`src/common/sso_pkg.sv`:
```
// package for the subtract and sleep execution slice of an 8-bit core
// assumes a 14-bit instruction word and a four-phase instruction cycle
package sso_pkg;

    localparam int INSN_W = 14;
    localparam int DATA_W = 8;
    localparam int FADDR_W = 7;

    // instruction encodings
    localparam logic [3:0] SUBLIT_TOP_MASK = 4'hE;
    localparam logic [3:0] SUBLIT_TOP_CODE = 4'hC;
    localparam logic [1:0] CLASS_LIT = 2'h3;
    localparam logic [1:0] CLASS_BYTE = 2'h0;
    localparam logic [3:0] SUBFILE_CODE = 4'h2;
    localparam logic [13:0] SLEEP_WORD = 14'h0063;

    // field positions
    localparam int CLASS_HI = 13;
    localparam int CLASS_LO = 12;
    localparam int OPC_HI = 11;
    localparam int OPC_LO = 8;
    localparam int LIT_HI = 7;
    localparam int DEST_BIT = 7;
    localparam int NIBBLE_BIT = 4;

    // reset values
    localparam logic [7:0] WORK_RESET = 8'h00;
    localparam logic [7:0] WDT_CLEAR = 8'h00;
    localparam logic TIMEOUT_RESET = 1'b1;
    localparam logic POWERDOWN_RESET = 1'b1;
    localparam logic [7:0] ZERO_BYTE = 8'h00;

    typedef enum logic [1:0] {
        SSO_Q1,
        SSO_Q2,
        SSO_Q3,
        SSO_Q4
    } sso_phase_t;

    typedef enum logic [1:0] {
        SSO_OP_NONE,
        SSO_OP_SUBLIT,
        SSO_OP_SUBFILE,
        SSO_OP_SLEEP
    } sso_op_t;

    // status flags touched by this slice
    typedef struct packed {
        logic carry;
        logic nibble_carry_flag;
        logic zero;
        logic timeout_status;
        logic powerdown_status;
    } sso_flags_t;

    // file register write request
    typedef struct packed {
        logic we;
        logic [FADDR_W-1:0] addr;
        logic [DATA_W-1:0] data;
    } sso_fwrite_t;

    // sleep side effects, one-cycle pulses except asleep
    typedef struct packed {
        logic wdt_clear;
        logic prescaler_clear;
        logic osc_stop;
        logic asleep;
    } sso_sleep_t;

endpackage

```
`src/logic/sso_core.sv`:
```
// execution slice for literal-subtract, file-subtract and sleep
// assumes the file register read data arrives within q2 for the address on file_addr
// assumes insn, file_rdata and wake come from logic on this clock, so none is synchronised
// assumes the watchdog, prescaler and oscillator outside act on the sleep strobes
// assumes the register file takes a file write in the cycle after q4
// limitation: no other instruction is decoded; any other word runs as a no-operation
//
// Overview of operation
// - literal-subtract: literal minus work register, result into work register
// - literal-subtract word has top bits 11 then 110x, low byte is literal
// - literal-subtract updates carry, nibble carry, zero; other status kept
// - one cycle: decode q1, literal q2, compute q3, write work q4
// - file-subtract opcode 0010: file minus work; dest bit picks work or file
// - carry is 1 when no borrow, 0 when result negative
// - sleep does only decode, enters sleep at q4
// - sleep clears watchdog and prescaler, sets timeout, clears powerdown, stops oscillator
// - sleep is fixed word 00 0000 0110 0011
`timescale 1ns/1ps
module sso_core (
    // clock and reset
    input wire logic core_clk,
    input wire logic rst,
    // instruction fetch
    input wire logic insn_valid,
    input wire logic [sso_pkg::INSN_W-1:0] insn,
    // file register read
    output logic [sso_pkg::FADDR_W-1:0] file_addr,
    input wire logic [sso_pkg::DATA_W-1:0] file_rdata,
    // results
    output logic [sso_pkg::DATA_W-1:0] work_reg,
    output sso_pkg::sso_flags_t flags,
    output sso_pkg::sso_fwrite_t file_write,
    output sso_pkg::sso_sleep_t sleep_ctl,
    output sso_pkg::sso_phase_t phase,
    // wake from sleep, from logic on the same clock
    input wire logic wake
);

    // the whole slice state; pulses and levels alike live here
    typedef struct packed {
        sso_pkg::sso_phase_t phase;
        sso_pkg::sso_op_t op;
        logic [sso_pkg::INSN_W-1:0] insn;
        logic [sso_pkg::DATA_W-1:0] operand;
        logic [sso_pkg::DATA_W-1:0] result;
        logic no_borrow;
        logic nib_no_borrow;
        logic [sso_pkg::DATA_W-1:0] work;
        sso_pkg::sso_flags_t flags;
        sso_pkg::sso_fwrite_t fw;
        sso_pkg::sso_sleep_t slp;
    } sso_state_t;

    sso_state_t st_reg;
    sso_state_t st_next;

    ////////////////////////////////////////////////////////////////////////
    // class bits sit above the opcode nibble in every word
    function automatic logic [1:0] word_class(input logic [sso_pkg::INSN_W-1:0] w);
        return w[sso_pkg::CLASS_HI:sso_pkg::CLASS_LO];
    endfunction

    function automatic logic [3:0] word_opcode(input logic [sso_pkg::INSN_W-1:0] w);
        return w[sso_pkg::OPC_HI:sso_pkg::OPC_LO];
    endfunction

    // the fixed sleep word is tested before the field tests below
    function automatic sso_pkg::sso_op_t decode(input logic [sso_pkg::INSN_W-1:0] w);
        sso_pkg::sso_op_t op;
        op = sso_pkg::SSO_OP_NONE;
        if (w == sso_pkg::SLEEP_WORD) begin
            op = sso_pkg::SSO_OP_SLEEP;
        end else if (word_class(w) == sso_pkg::CLASS_LIT
                && (word_opcode(w) & sso_pkg::SUBLIT_TOP_MASK) == sso_pkg::SUBLIT_TOP_CODE) begin
            // the lowest opcode bit is free, so two codes land here
            op = sso_pkg::SSO_OP_SUBLIT;
        end else if (word_class(w) == sso_pkg::CLASS_BYTE
                && word_opcode(w) == sso_pkg::SUBFILE_CODE) begin
            op = sso_pkg::SSO_OP_SUBFILE;
        end
        return op;
    endfunction

    // both subtracts share one arithmetic and flag path
    function automatic logic is_subtract(input sso_pkg::sso_op_t op);
        return (op == sso_pkg::SSO_OP_SUBLIT) || (op == sso_pkg::SSO_OP_SUBFILE);
    endfunction

    // only a file-subtract with the destination bit set writes the file
    function automatic logic to_file(input sso_pkg::sso_op_t op, input logic [sso_pkg::INSN_W-1:0] w);
        return (op == sso_pkg::SSO_OP_SUBFILE) && w[sso_pkg::DEST_BIT];
    endfunction

    // zero test on the eight-bit result only; the borrow bit plays no part
    function automatic logic is_zero(input logic [sso_pkg::DATA_W-1:0] r);
        return r == sso_pkg::ZERO_BYTE;
    endfunction

    ////////////////////////////////////////////////////////////////////////
    logic [sso_pkg::DATA_W:0] diff;
    logic [sso_pkg::NIBBLE_BIT:0] nib_diff;

    always_comb begin
        st_next = st_reg;
        // strobes last one cycle unless a q4 step raises them again
        st_next.fw.we = 1'b0;
        st_next.slp.wdt_clear = 1'b0;
        st_next.slp.prescaler_clear = 1'b0;
        st_next.slp.osc_stop = 1'b0;
        // nine-bit subtract keeps the borrow in the top bit
        diff = {1'b0, st_reg.operand} - {1'b0, st_reg.work};
        nib_diff = {1'b0, st_reg.operand[sso_pkg::NIBBLE_BIT-1:0]} - {1'b0, st_reg.work[sso_pkg::NIBBLE_BIT-1:0]};
        if (st_reg.slp.asleep) begin
            // the phase clock stands while asleep, as with the oscillator stopped
            if (wake) begin
                st_next.slp.asleep = 1'b0;
                st_next.phase = sso_pkg::SSO_Q1;
            end
        end else begin
            case (st_reg.phase)
                sso_pkg::SSO_Q1: begin
                    // a cycle with no word runs as a no-operation
                    if (insn_valid) begin
                        st_next.op = decode(insn);
                    end else begin
                        st_next.op = sso_pkg::SSO_OP_NONE;
                    end
                    st_next.insn = insn;
                    st_next.phase = sso_pkg::SSO_Q2;
                end
                sso_pkg::SSO_Q2: begin
                    case (st_reg.op)
                        sso_pkg::SSO_OP_SUBFILE: begin
                            st_next.operand = file_rdata;
                        end
                        sso_pkg::SSO_OP_SUBLIT: begin
                            st_next.operand = st_reg.insn[sso_pkg::LIT_HI:0];
                        end
                        default: begin
                            // sleep and no-operation read nothing here
                            st_next.operand = st_reg.operand;
                        end
                    endcase
                    st_next.phase = sso_pkg::SSO_Q3;
                end
                sso_pkg::SSO_Q3: begin
                    if (is_subtract(st_reg.op)) begin
                        st_next.result = diff[sso_pkg::DATA_W-1:0];
                        st_next.no_borrow = ~diff[sso_pkg::DATA_W];
                        st_next.nib_no_borrow = ~nib_diff[sso_pkg::NIBBLE_BIT];
                    end else begin
                        // sleep and no-operation compute nothing
                        st_next.result = st_reg.result;
                    end
                    st_next.phase = sso_pkg::SSO_Q4;
                end
                sso_pkg::SSO_Q4: begin
                    case (st_reg.op)
                        sso_pkg::SSO_OP_SUBLIT,
                        sso_pkg::SSO_OP_SUBFILE: begin
                            // only carry, nibble carry and zero move
                            st_next.flags.carry = st_reg.no_borrow;
                            st_next.flags.nibble_carry_flag = st_reg.nib_no_borrow;
                            st_next.flags.zero = is_zero(st_reg.result);
                            if (to_file(st_reg.op, st_reg.insn)) begin
                                st_next.fw.we = 1'b1;
                                st_next.fw.addr = st_reg.insn[sso_pkg::FADDR_W-1:0];
                                st_next.fw.data = st_reg.result;
                            end else begin
                                st_next.work = st_reg.result;
                            end
                        end
                        sso_pkg::SSO_OP_SLEEP: begin
                            // the watchdog, prescaler and oscillator act on these strobes
                            st_next.flags.timeout_status = 1'b1;
                            st_next.flags.powerdown_status = 1'b0;
                            st_next.slp.wdt_clear = 1'b1;
                            st_next.slp.prescaler_clear = 1'b1;
                            st_next.slp.osc_stop = 1'b1;
                            st_next.slp.asleep = 1'b1;
                        end
                        default: begin
                            // a no-operation writes nothing
                            st_next.work = st_reg.work;
                        end
                    endcase
                    st_next.phase = sso_pkg::SSO_Q1;
                end
                default: begin
                    st_next.phase = sso_pkg::SSO_Q1;
                end
            endcase
        end
    end

    always_ff @(posedge core_clk) begin
        if (rst) begin
            st_reg <= '0;
            st_reg.phase <= sso_pkg::SSO_Q1;
            st_reg.work <= sso_pkg::WORK_RESET;
            // both status bits read as after power-up until a sleep
            st_reg.flags.timeout_status <= sso_pkg::TIMEOUT_RESET;
            st_reg.flags.powerdown_status <= sso_pkg::POWERDOWN_RESET;
        end else begin
            st_reg <= st_next;
        end
    end

    ////////////////////////////////////////////////////////////////////////
    // every output comes straight from the state register, so no input reaches one in the same cycle
    assign file_addr = st_reg.insn[sso_pkg::FADDR_W-1:0];
    assign work_reg = st_reg.work;
    assign flags = st_reg.flags;
    assign file_write = st_reg.fw;
    assign sleep_ctl = st_reg.slp;
    assign phase = st_reg.phase;

endmodule

```
`config.mk`:
```
export PLATFORM = sky130hd
export DESIGN_NAME = sso_core
export DESIGN_NICKNAME = d
export VERILOG_FILES = /design/src/common/sso_pkg.sv /design/src/logic/sso_core.sv
export SDC_FILE = /design/constraint.sdc
export NUM_CORES = 1
export LEC_CHECK = 0
export ABC_AREA = 1
export CORE_MARGIN = 2
export CORE_UTILIZATION = 25
export DETAILED_ROUTE_END_ITERATION = 8
export DONT_BUFFER_PORTS = 1
export SYNTH_ARGS = -nofsm -noshare
export SYNTH_HDL_FRONTEND = slang
export SYNTH_SLANG_ARGS = --single-unit
```
`constraint.sdc`:
```
create_clock -name core_clk -period 3.34 [get_ports core_clk]
set_input_delay 0.167 -clock core_clk [delete_from_list [all_inputs] [get_ports core_clk]]
set_output_delay 0.167 -clock core_clk [all_outputs]
set_load 0.01 [all_outputs]
```
==> results of run 1 <==
==> synth_stat cells <==
library cell	n	area (µm²)
or2_2	2	12.51
a21oi_1	40	200.2
o21ai_0	39	195.2
o22ai_1	1	6.260
fa_1	1	20.02
clkbuf_2	1	5.000
o21ai_2	4	35.03
conb_1	1	3.750
xor2_1	1	8.760
buf_4	43	322.8
clkbuf_4	1	7.510
xnor2_1	2	17.52
buf_1	1	3.750
inv_2	5	18.77
nand2_1	40	150.1
nand2_4	3	33.78
nor4_1	2	12.51
nor2_1	62	232.7
ha_1	16	200.2
nor2_4	2	22.52
clkbuf_1	4	15.01
o21ai_1	9	45.04
dfxtp_1	60	1201
nand3b_1	2	15.01
nand2_2	1	6.260
inv_4	1	6.260
nand3_1	14	70.07
inv_1	49	183.9
a21oi_2	5	43.79
buf_6	5	56.30
buf_2	1	5.000
==> per-stage QoR <==
step                hold WS (ns)  total power [mW]  area [µm²]  setup WS (ns)
finish                   0.01175             1.776        3241          1.294
global route            0.001473             1.870        3241          1.104
CTS                     0.001390             1.801        3241          1.285
detailed placement        0.2447            0.9814        2957          1.295
global placement          0.2428            0.9761        2957          1.363
floorplan                 0.3157            0.9774        3157          1.853
==> layout by cell type, fill, tap and decap left out <==
cell type | synthesis | routed
nand2_1 | 40 | 40
clkbuf_8 | 0 | 1
ha_1 | 16 | 16
or2_2 | 2 | 2
nand2_4 | 3 | 3
nand2_2 | 1 | 1
o22ai_1 | 1 | 1
o21ai_2 | 4 | 4
inv_2 | 5 | 5
a21oi_1 | 40 | 40
xnor2_1 | 2 | 2
a21oi_2 | 5 | 5
nand3b_1 | 2 | 2
nor2_4 | 2 | 2
nor2_1 | 62 | 62
inv_1 | 49 | 49
fa_1 | 1 | 1
dfxtp_1 | 60 | 60
nor4_1 | 2 | 2
clkinv_2 | 0 | 2
nand3_1 | 14 | 14
clkbuf_1 | 4 | 4
clkbuf_16 | 0 | 9
conb_1 | 1 | 1
o21ai_0 | 39 | 39
inv_4 | 1 | 1
xor2_1 | 1 | 1
dlygate4sd3_1 | 0 | 2
o21ai_1 | 9 | 9
==> metal layers <==
metal / global-route usage / vias to the layer above / part of all wire
met4: 0.03095 / 0 / 0.0042
met5: 0 / - / 0
met2: 0.1752 / 54 / 0.46
met3: 0.04463 / 4 / 0.080
li1: - / 1204 / -
met1: 0.1381 / 1024 / 0.46
==> area by class of cell <==
type                            count  share of cell area
Clock buffer                       14             0.07838
Clock inverter                      2            0.003089
Inverter                           55             0.06448
Multi-Input combinational cell    247              0.4108
Sequential cell                    60              0.3707
Tap cell                          172             0.06641
Timing Repair Buffer                2            0.006178
==> final timing paths <==
| path | from | cells after the start | endpoint | slack, ns |
|---|---|---|---|---|
| setup / recovery | st_reg[65] | 8 | file_write[8] | 1.29 |
| hold reg to reg | st_reg[38] | 2 | file_write[3] | 0.49 |
| hold / removal | insn[0] | 2 | file_addr[0] | 0.01 |
| setup reg to reg | st_reg[65] | 8 | file_write[8] | 1.29 |
==> where the power goes <==
part	internal [mW]	switching, mW	leakage (nW)	total [mW]
combinational	0.0508	0.104	0.835	0.155
clock	0.519	0.289	0.131	0.808
sequential	0.754	0.0591	0.486	0.813
total	1.32	0.452	1.45	1.78
==> critical path, stage by stage (launching register included) <==
cell,delay (ns)
dfxtp_1,0.38
inv_1,0.06
ha_1,0.32
nor2_4,0.15
nand2_4,0.09
nor2_4,0.49
inv_2,0.23
nor2_1,0.14
nor2_1,0.06
==> cell families after synthesis <==
logic type                 after synthesis
xor gates and xnor gates                 3
buffers and inverters                  111
DFF                                     60
AOI/OAI and AO/OA                       98
adders and majority gates               17
other                                    1
and+or+nand+nor                        128
==> flow_summary_export.csv, run 1 <==
group,metric,value,unit
outcome,status,"finished clean",
placement,gp_congestion,0.7946,
job,maxCapViolCount,0,
sta,fin_crit_sh,0.6125,
layout,area_delta_synth_final,2.656,%
floorplan,start_util,0.2532,
synthesis,yosysWarningCount,0,
synthesis,synthMuxAreaShare,0,
sta,worst_slew_pin_slew,0.7486,ns
synthesis,synth_compound_area_frac,0.1665,
clock_tree,cts_setup_buffers,0,
clock_tree,cts_tree,"built",
grt,grt_pass1_vias,2173,
worst_setup_path,startpoint_type,"register",
clock_tree,cts.repair.resized,0,
layout,final_cells,552,
synthesis,synthXorXnorAreaFrac,0.008323,
layout,antenna_cells,0,
sta,fin_tns_setup,0,ns
grt,grt_start_max_net_pins,50,
worst_setup_path,critPathKind,"register to register",
placement,io_buffers,0,
clock_tree,max-clock-path-buffers,2,
floorplan,die_x,116.4,µm
route,ant_nets,0,
layout,nNetsFinal,418,
synthesis,synth_area_per_cell,7.552,µm²
synthesis,synthCells,418,
sta,setup_viol,0,
clock_tree,clock-root-buffer,"clkbuf_16",
synthesis,ys_ff_latch,60,
route,vias,2286,
sta,min_period,2.046,ns
synthesis,yosysSeqAreaShare,0.3805,
worst_setup_path,crit_required,3.55,ns
route,firstDrtPassIters,4,
placement,dp_hpwl,5414,µm
floorplan,die_height,116.4,µm
clock_tree,htree_levels,3,
grt,grt_pass1_wl,11320,µm
floorplan,die-area,13540,µm²
layout,multiInputGateArea,1331,µm²
worst_setup_path,crit_arrival,2.25,ns
synthesis,ys_types,31,
floorplan,io_pins,68,
sta,rsz0062_at_grt,"false",
synthesis,synthesis.area,3157,µm²
route,wl,7151,µm
pwr,vdd_drop_max,0.1923,mV
sta,slew_headroom,0.5002,
route,drc,0,
pwr,p_per_area,548.0,nW/µm²
clock_tree,clk-insertion-delay-late,0.32,ns
synthesis,synth_top_family_by_area,"buffers and inverters",
synthesis,yosys.area_share.simple,0.1760,
sta,skew,0.005667,ns
floorplan,core-area,12470,µm²
grt,grt-ovfl-total,0,
grt,antenna_found_initial,0,
layout,final_util,0.2600,
synthesis,synth-adder-area-share,0.06976,
sta,finalHoldViolations,0,
hold_path,hold_class,"primary input to register",
clock_tree,cts-buffers-inserted,9,
clock_tree,clock_sinks,60,
route,drt-initial-drc-count,76,
route,vias_per_cell,4.141,
layout,drive_gt1_frac,0.09211,
floorplan,rows,41,
synthesis,synthesis.nets,461,
sta,final_max_slew_viol_count,0,
layout,register_area,1201,µm²
clock_tree,clkTransAtPathRegs,0.05,ns
grt,grt_usage,0.1102,
route,post_drt_wl_per_cell,12.95,µm
worst_setup_path,critPathCaptureType,"register",
sta,fmax,488.8,MHz
worst_setup_path,crit_fanout,21,
layout,largest_reg_flops,21,
layout,n_fill_cell,1360,
pwr,cellLeakagePower,1.452,nW
clock_tree,ctsHoldBuffers,2,
placement,place_inst,534,
(Power assumes the default switching activity.)
==> run 2, diff against run 1 <==
Clock period 3.34 ns to 1.98 ns, I/O delays scaled along.
==> run 2 against run 1 <==
Net effect:
- critical path type unchanged
- global-route usage up 0.065 points
- sequential share of layout area fell by 1.7 points
- critical path depth down 1
- fmax up 14%
- combinational power grew 79%
- count of clock-buffer cells in the layout is 3 lower
==> flow_summary_export.csv, run 2 (synthesis gave the netlist of run 1 again) <==
group,metric,value,unit
grt,grt-ovfl-total,0,
clock_tree,clkTransAtPathRegs,0.06,ns
layout,final_area,3402,µm²
worst_setup_path,crit_path_start,"phase[0]",
pwr,total_power,3.191,mW
sta,min_period,1.795,ns
worst_setup_path,reg2reg_to,"st_reg[65]",
route,ant_nets,0,
grt,gr-usage-met3,0.05138,
worst_setup_path,reg2regPathDepth,7,
sta,fin_crit_sh,0.9067,
layout,largest_reg_flops,21,
clock_tree,htree_levels,3,
placement,dp_hpwl,5432,µm
sta,rsz0062_at_grt,"false",
worst_setup_path,critPathCaptureType,"register",
clock_tree,clk-insertion-delay-late,0.33,ns
floorplan,die_x,116.4,µm
worst_setup_path,timing.rr.start,"phase[0]",
worst_setup_path,r2r_setup_slack,0.18,ns
placement,place_inst,536,
sta,hold-worst-slack,0.06868,ns
clock_tree,max-clock-path-buffers,2,
route,drc,0,
grt,met2_usage,0.1709,
grt,grt-busiest-layer,"met2",
layout,drive_gt1_frac,0.1049,
sta,final_max_slew_viol_count,0,
worst_setup_path,crit_required,2.19,ns
grt,grt_usage,0.1108,
route,wl,7311,µm
placement,gp_congestion,0.8243,
grt,met1_usage,0.1410,
sta,fmax,557.1,MHz
hold_path,hold_class,"primary input to register",
floorplan,rows,41,
placement,io_buffers,0,
sta,skew,0.01079,ns
route,vias,2395,
sta,finalHoldViolations,0,
route,firstDrtPassIters,4,
sta,setup_viol,0,
clock_tree,cts_setup_buffers,0,
sta,worst_slew_pin_slew,0.7430,ns
clock_tree,cts-buffers-inserted,9,
worst_setup_path,crit_fanout,10,
grt,grt_pass1_vias,2221,
clock_tree,cts_tree,"built",
outcome,status,"finished clean",
job,maxCapViolCount,0,
worst_setup_path,critPathKind,"register to register",
floorplan,io_pins,68,
floorplan,die_height,116.4,µm
clock_tree,clock_sinks,60,
worst_setup_path,crit_arrival,2.01,ns
grt,antenna_found_initial,0,
layout,most-common-layout-cells,"62 x nor2_1, 58 x dfxtp_1, 49 x inv_1",
floorplan,start_util,0.2532,
layout,area_delta_synth_final,7.768,%
grt,grt_pass1_wl,11500,µm
floorplan,die-area,13540,µm²
route,vias_per_cell,4.246,
floorplan,core-area,12470,µm²
worst_setup_path,startpoint_type,"register",
pwr,p_per_area,938.0,nW/µm²
route,post_drt_wl_per_cell,12.96,µm
route,drt-initial-drc-count,116,
worst_setup_path,crit_path_end,"st_reg[65]",
pwr,vdd_drop_max,0.4713,mV
grt,grt_start_max_net_pins,50,
clock_tree,clock-root-buffer,"clkbuf_16",
layout,nNetsFinal,430,
placement,post_dp_cell_area,2984,µm²
layout,final_common_cell,"nor2_1",
sta,fin_tns_setup,0,ns
layout,final_cells,564,
sta,slew_headroom,0.5040,
layout,n_fill_cell,1349,
pwr,cellLeakagePower,1.517,nW
run 2: cell types whose count changed in the layout (fill, tap and decap cells not counted):
| cell | previous run | this run |
|---|---|---|
| buf_12 | 0 | 1 |
| buf_4 | 0 | 1 |
| bufinv_16 | 0 | 1 |
| clkbuf_1 | 4 | 1 |
| clkinv_2 | 2 | 1 |
| clkinvlp_4 | 0 | 2 |
| dfxtp_1 | 60 | 58 |
| dfxtp_2 | 0 | 2 |
| diode_2 | 0 | 1 |
| dlygate4sd3_1 | 2 | 12 |
run 2: area by class of cell:
cell class	instances	area, µm²	area share
Clock buffer	11	242.7	0.07135
Clock inverter	4	50.05	0.01471
Multi-Input combinational cell	247	1331	0.3913
Sequential cell	60	1204	0.3538
Antenna cell	1	2.502	0.0007356
Timing Repair Buffer	14	147.6	0.04340
Tap cell	172	215.2	0.06326
Inverter	55	209.0	0.06142
run 2: what timing repair did:
| action | in CTS | in global routing |
|---|---|---|
| setup endpoints to repair | 0 | 1 |
| hold buffers | 12 | 0 |
| resized for setup | 0 | 2 |
| endpoints found under the hold margin | 20 | 0 |
run 2: metrics by stage:
stage	setup WS [ns]	util
floorplan	0.4931	-
global placement	0.2911	0.2394
detailed placement	0.2530	0.2394
CTS	0.08032	0.2725
global route	0.02258	0.2727
finish	0.1848	0.2729
run 2: worst min path at each step:
stage                   from           end  slack, ns  depth (start not counted)
finish              insn[10]    st_reg[66]       0.07                          5
global route        insn[10]    st_reg[66]        0.1                          5
detailed placement       rst    st_reg[66]       0.18                          1
CTS                 insn[10]    st_reg[66]       0.05                          5
global placement         rst    st_reg[66]       0.17                          1
floorplan            insn[0]  file_addr[0]       0.25                          2
run 2: where the power goes:
group	switching, mW	leakage (nW)	internal (mW)
clock	0.544	0.138	0.998
combinational	0.179	0.893	0.0982
sequential	0.0985	0.486	1.27
run 2: worst max-delay path, stage by stage, from the launching register on:
cell	delay [ns]
dfxtp_2	0.39
inv_1	0.10
ha_1	0.21
nand2_2	0.19
nor2_1	0.09
nand2_1	0.07
a21oi_1	0.05
dlygate4sd3_1	0.57
run 2: per-layer routing:
metal | part of all wire | wire length (µm) | up-vias
met5 | 0 | 0 | -
met4 | 0.0055 | 40 | 0
met3 | 0.090 | 657 | 6
met2 | 0.46 | 3336 | 69
met1 | 0.45 | 3277 | 1085
li1 | - | - | 1235
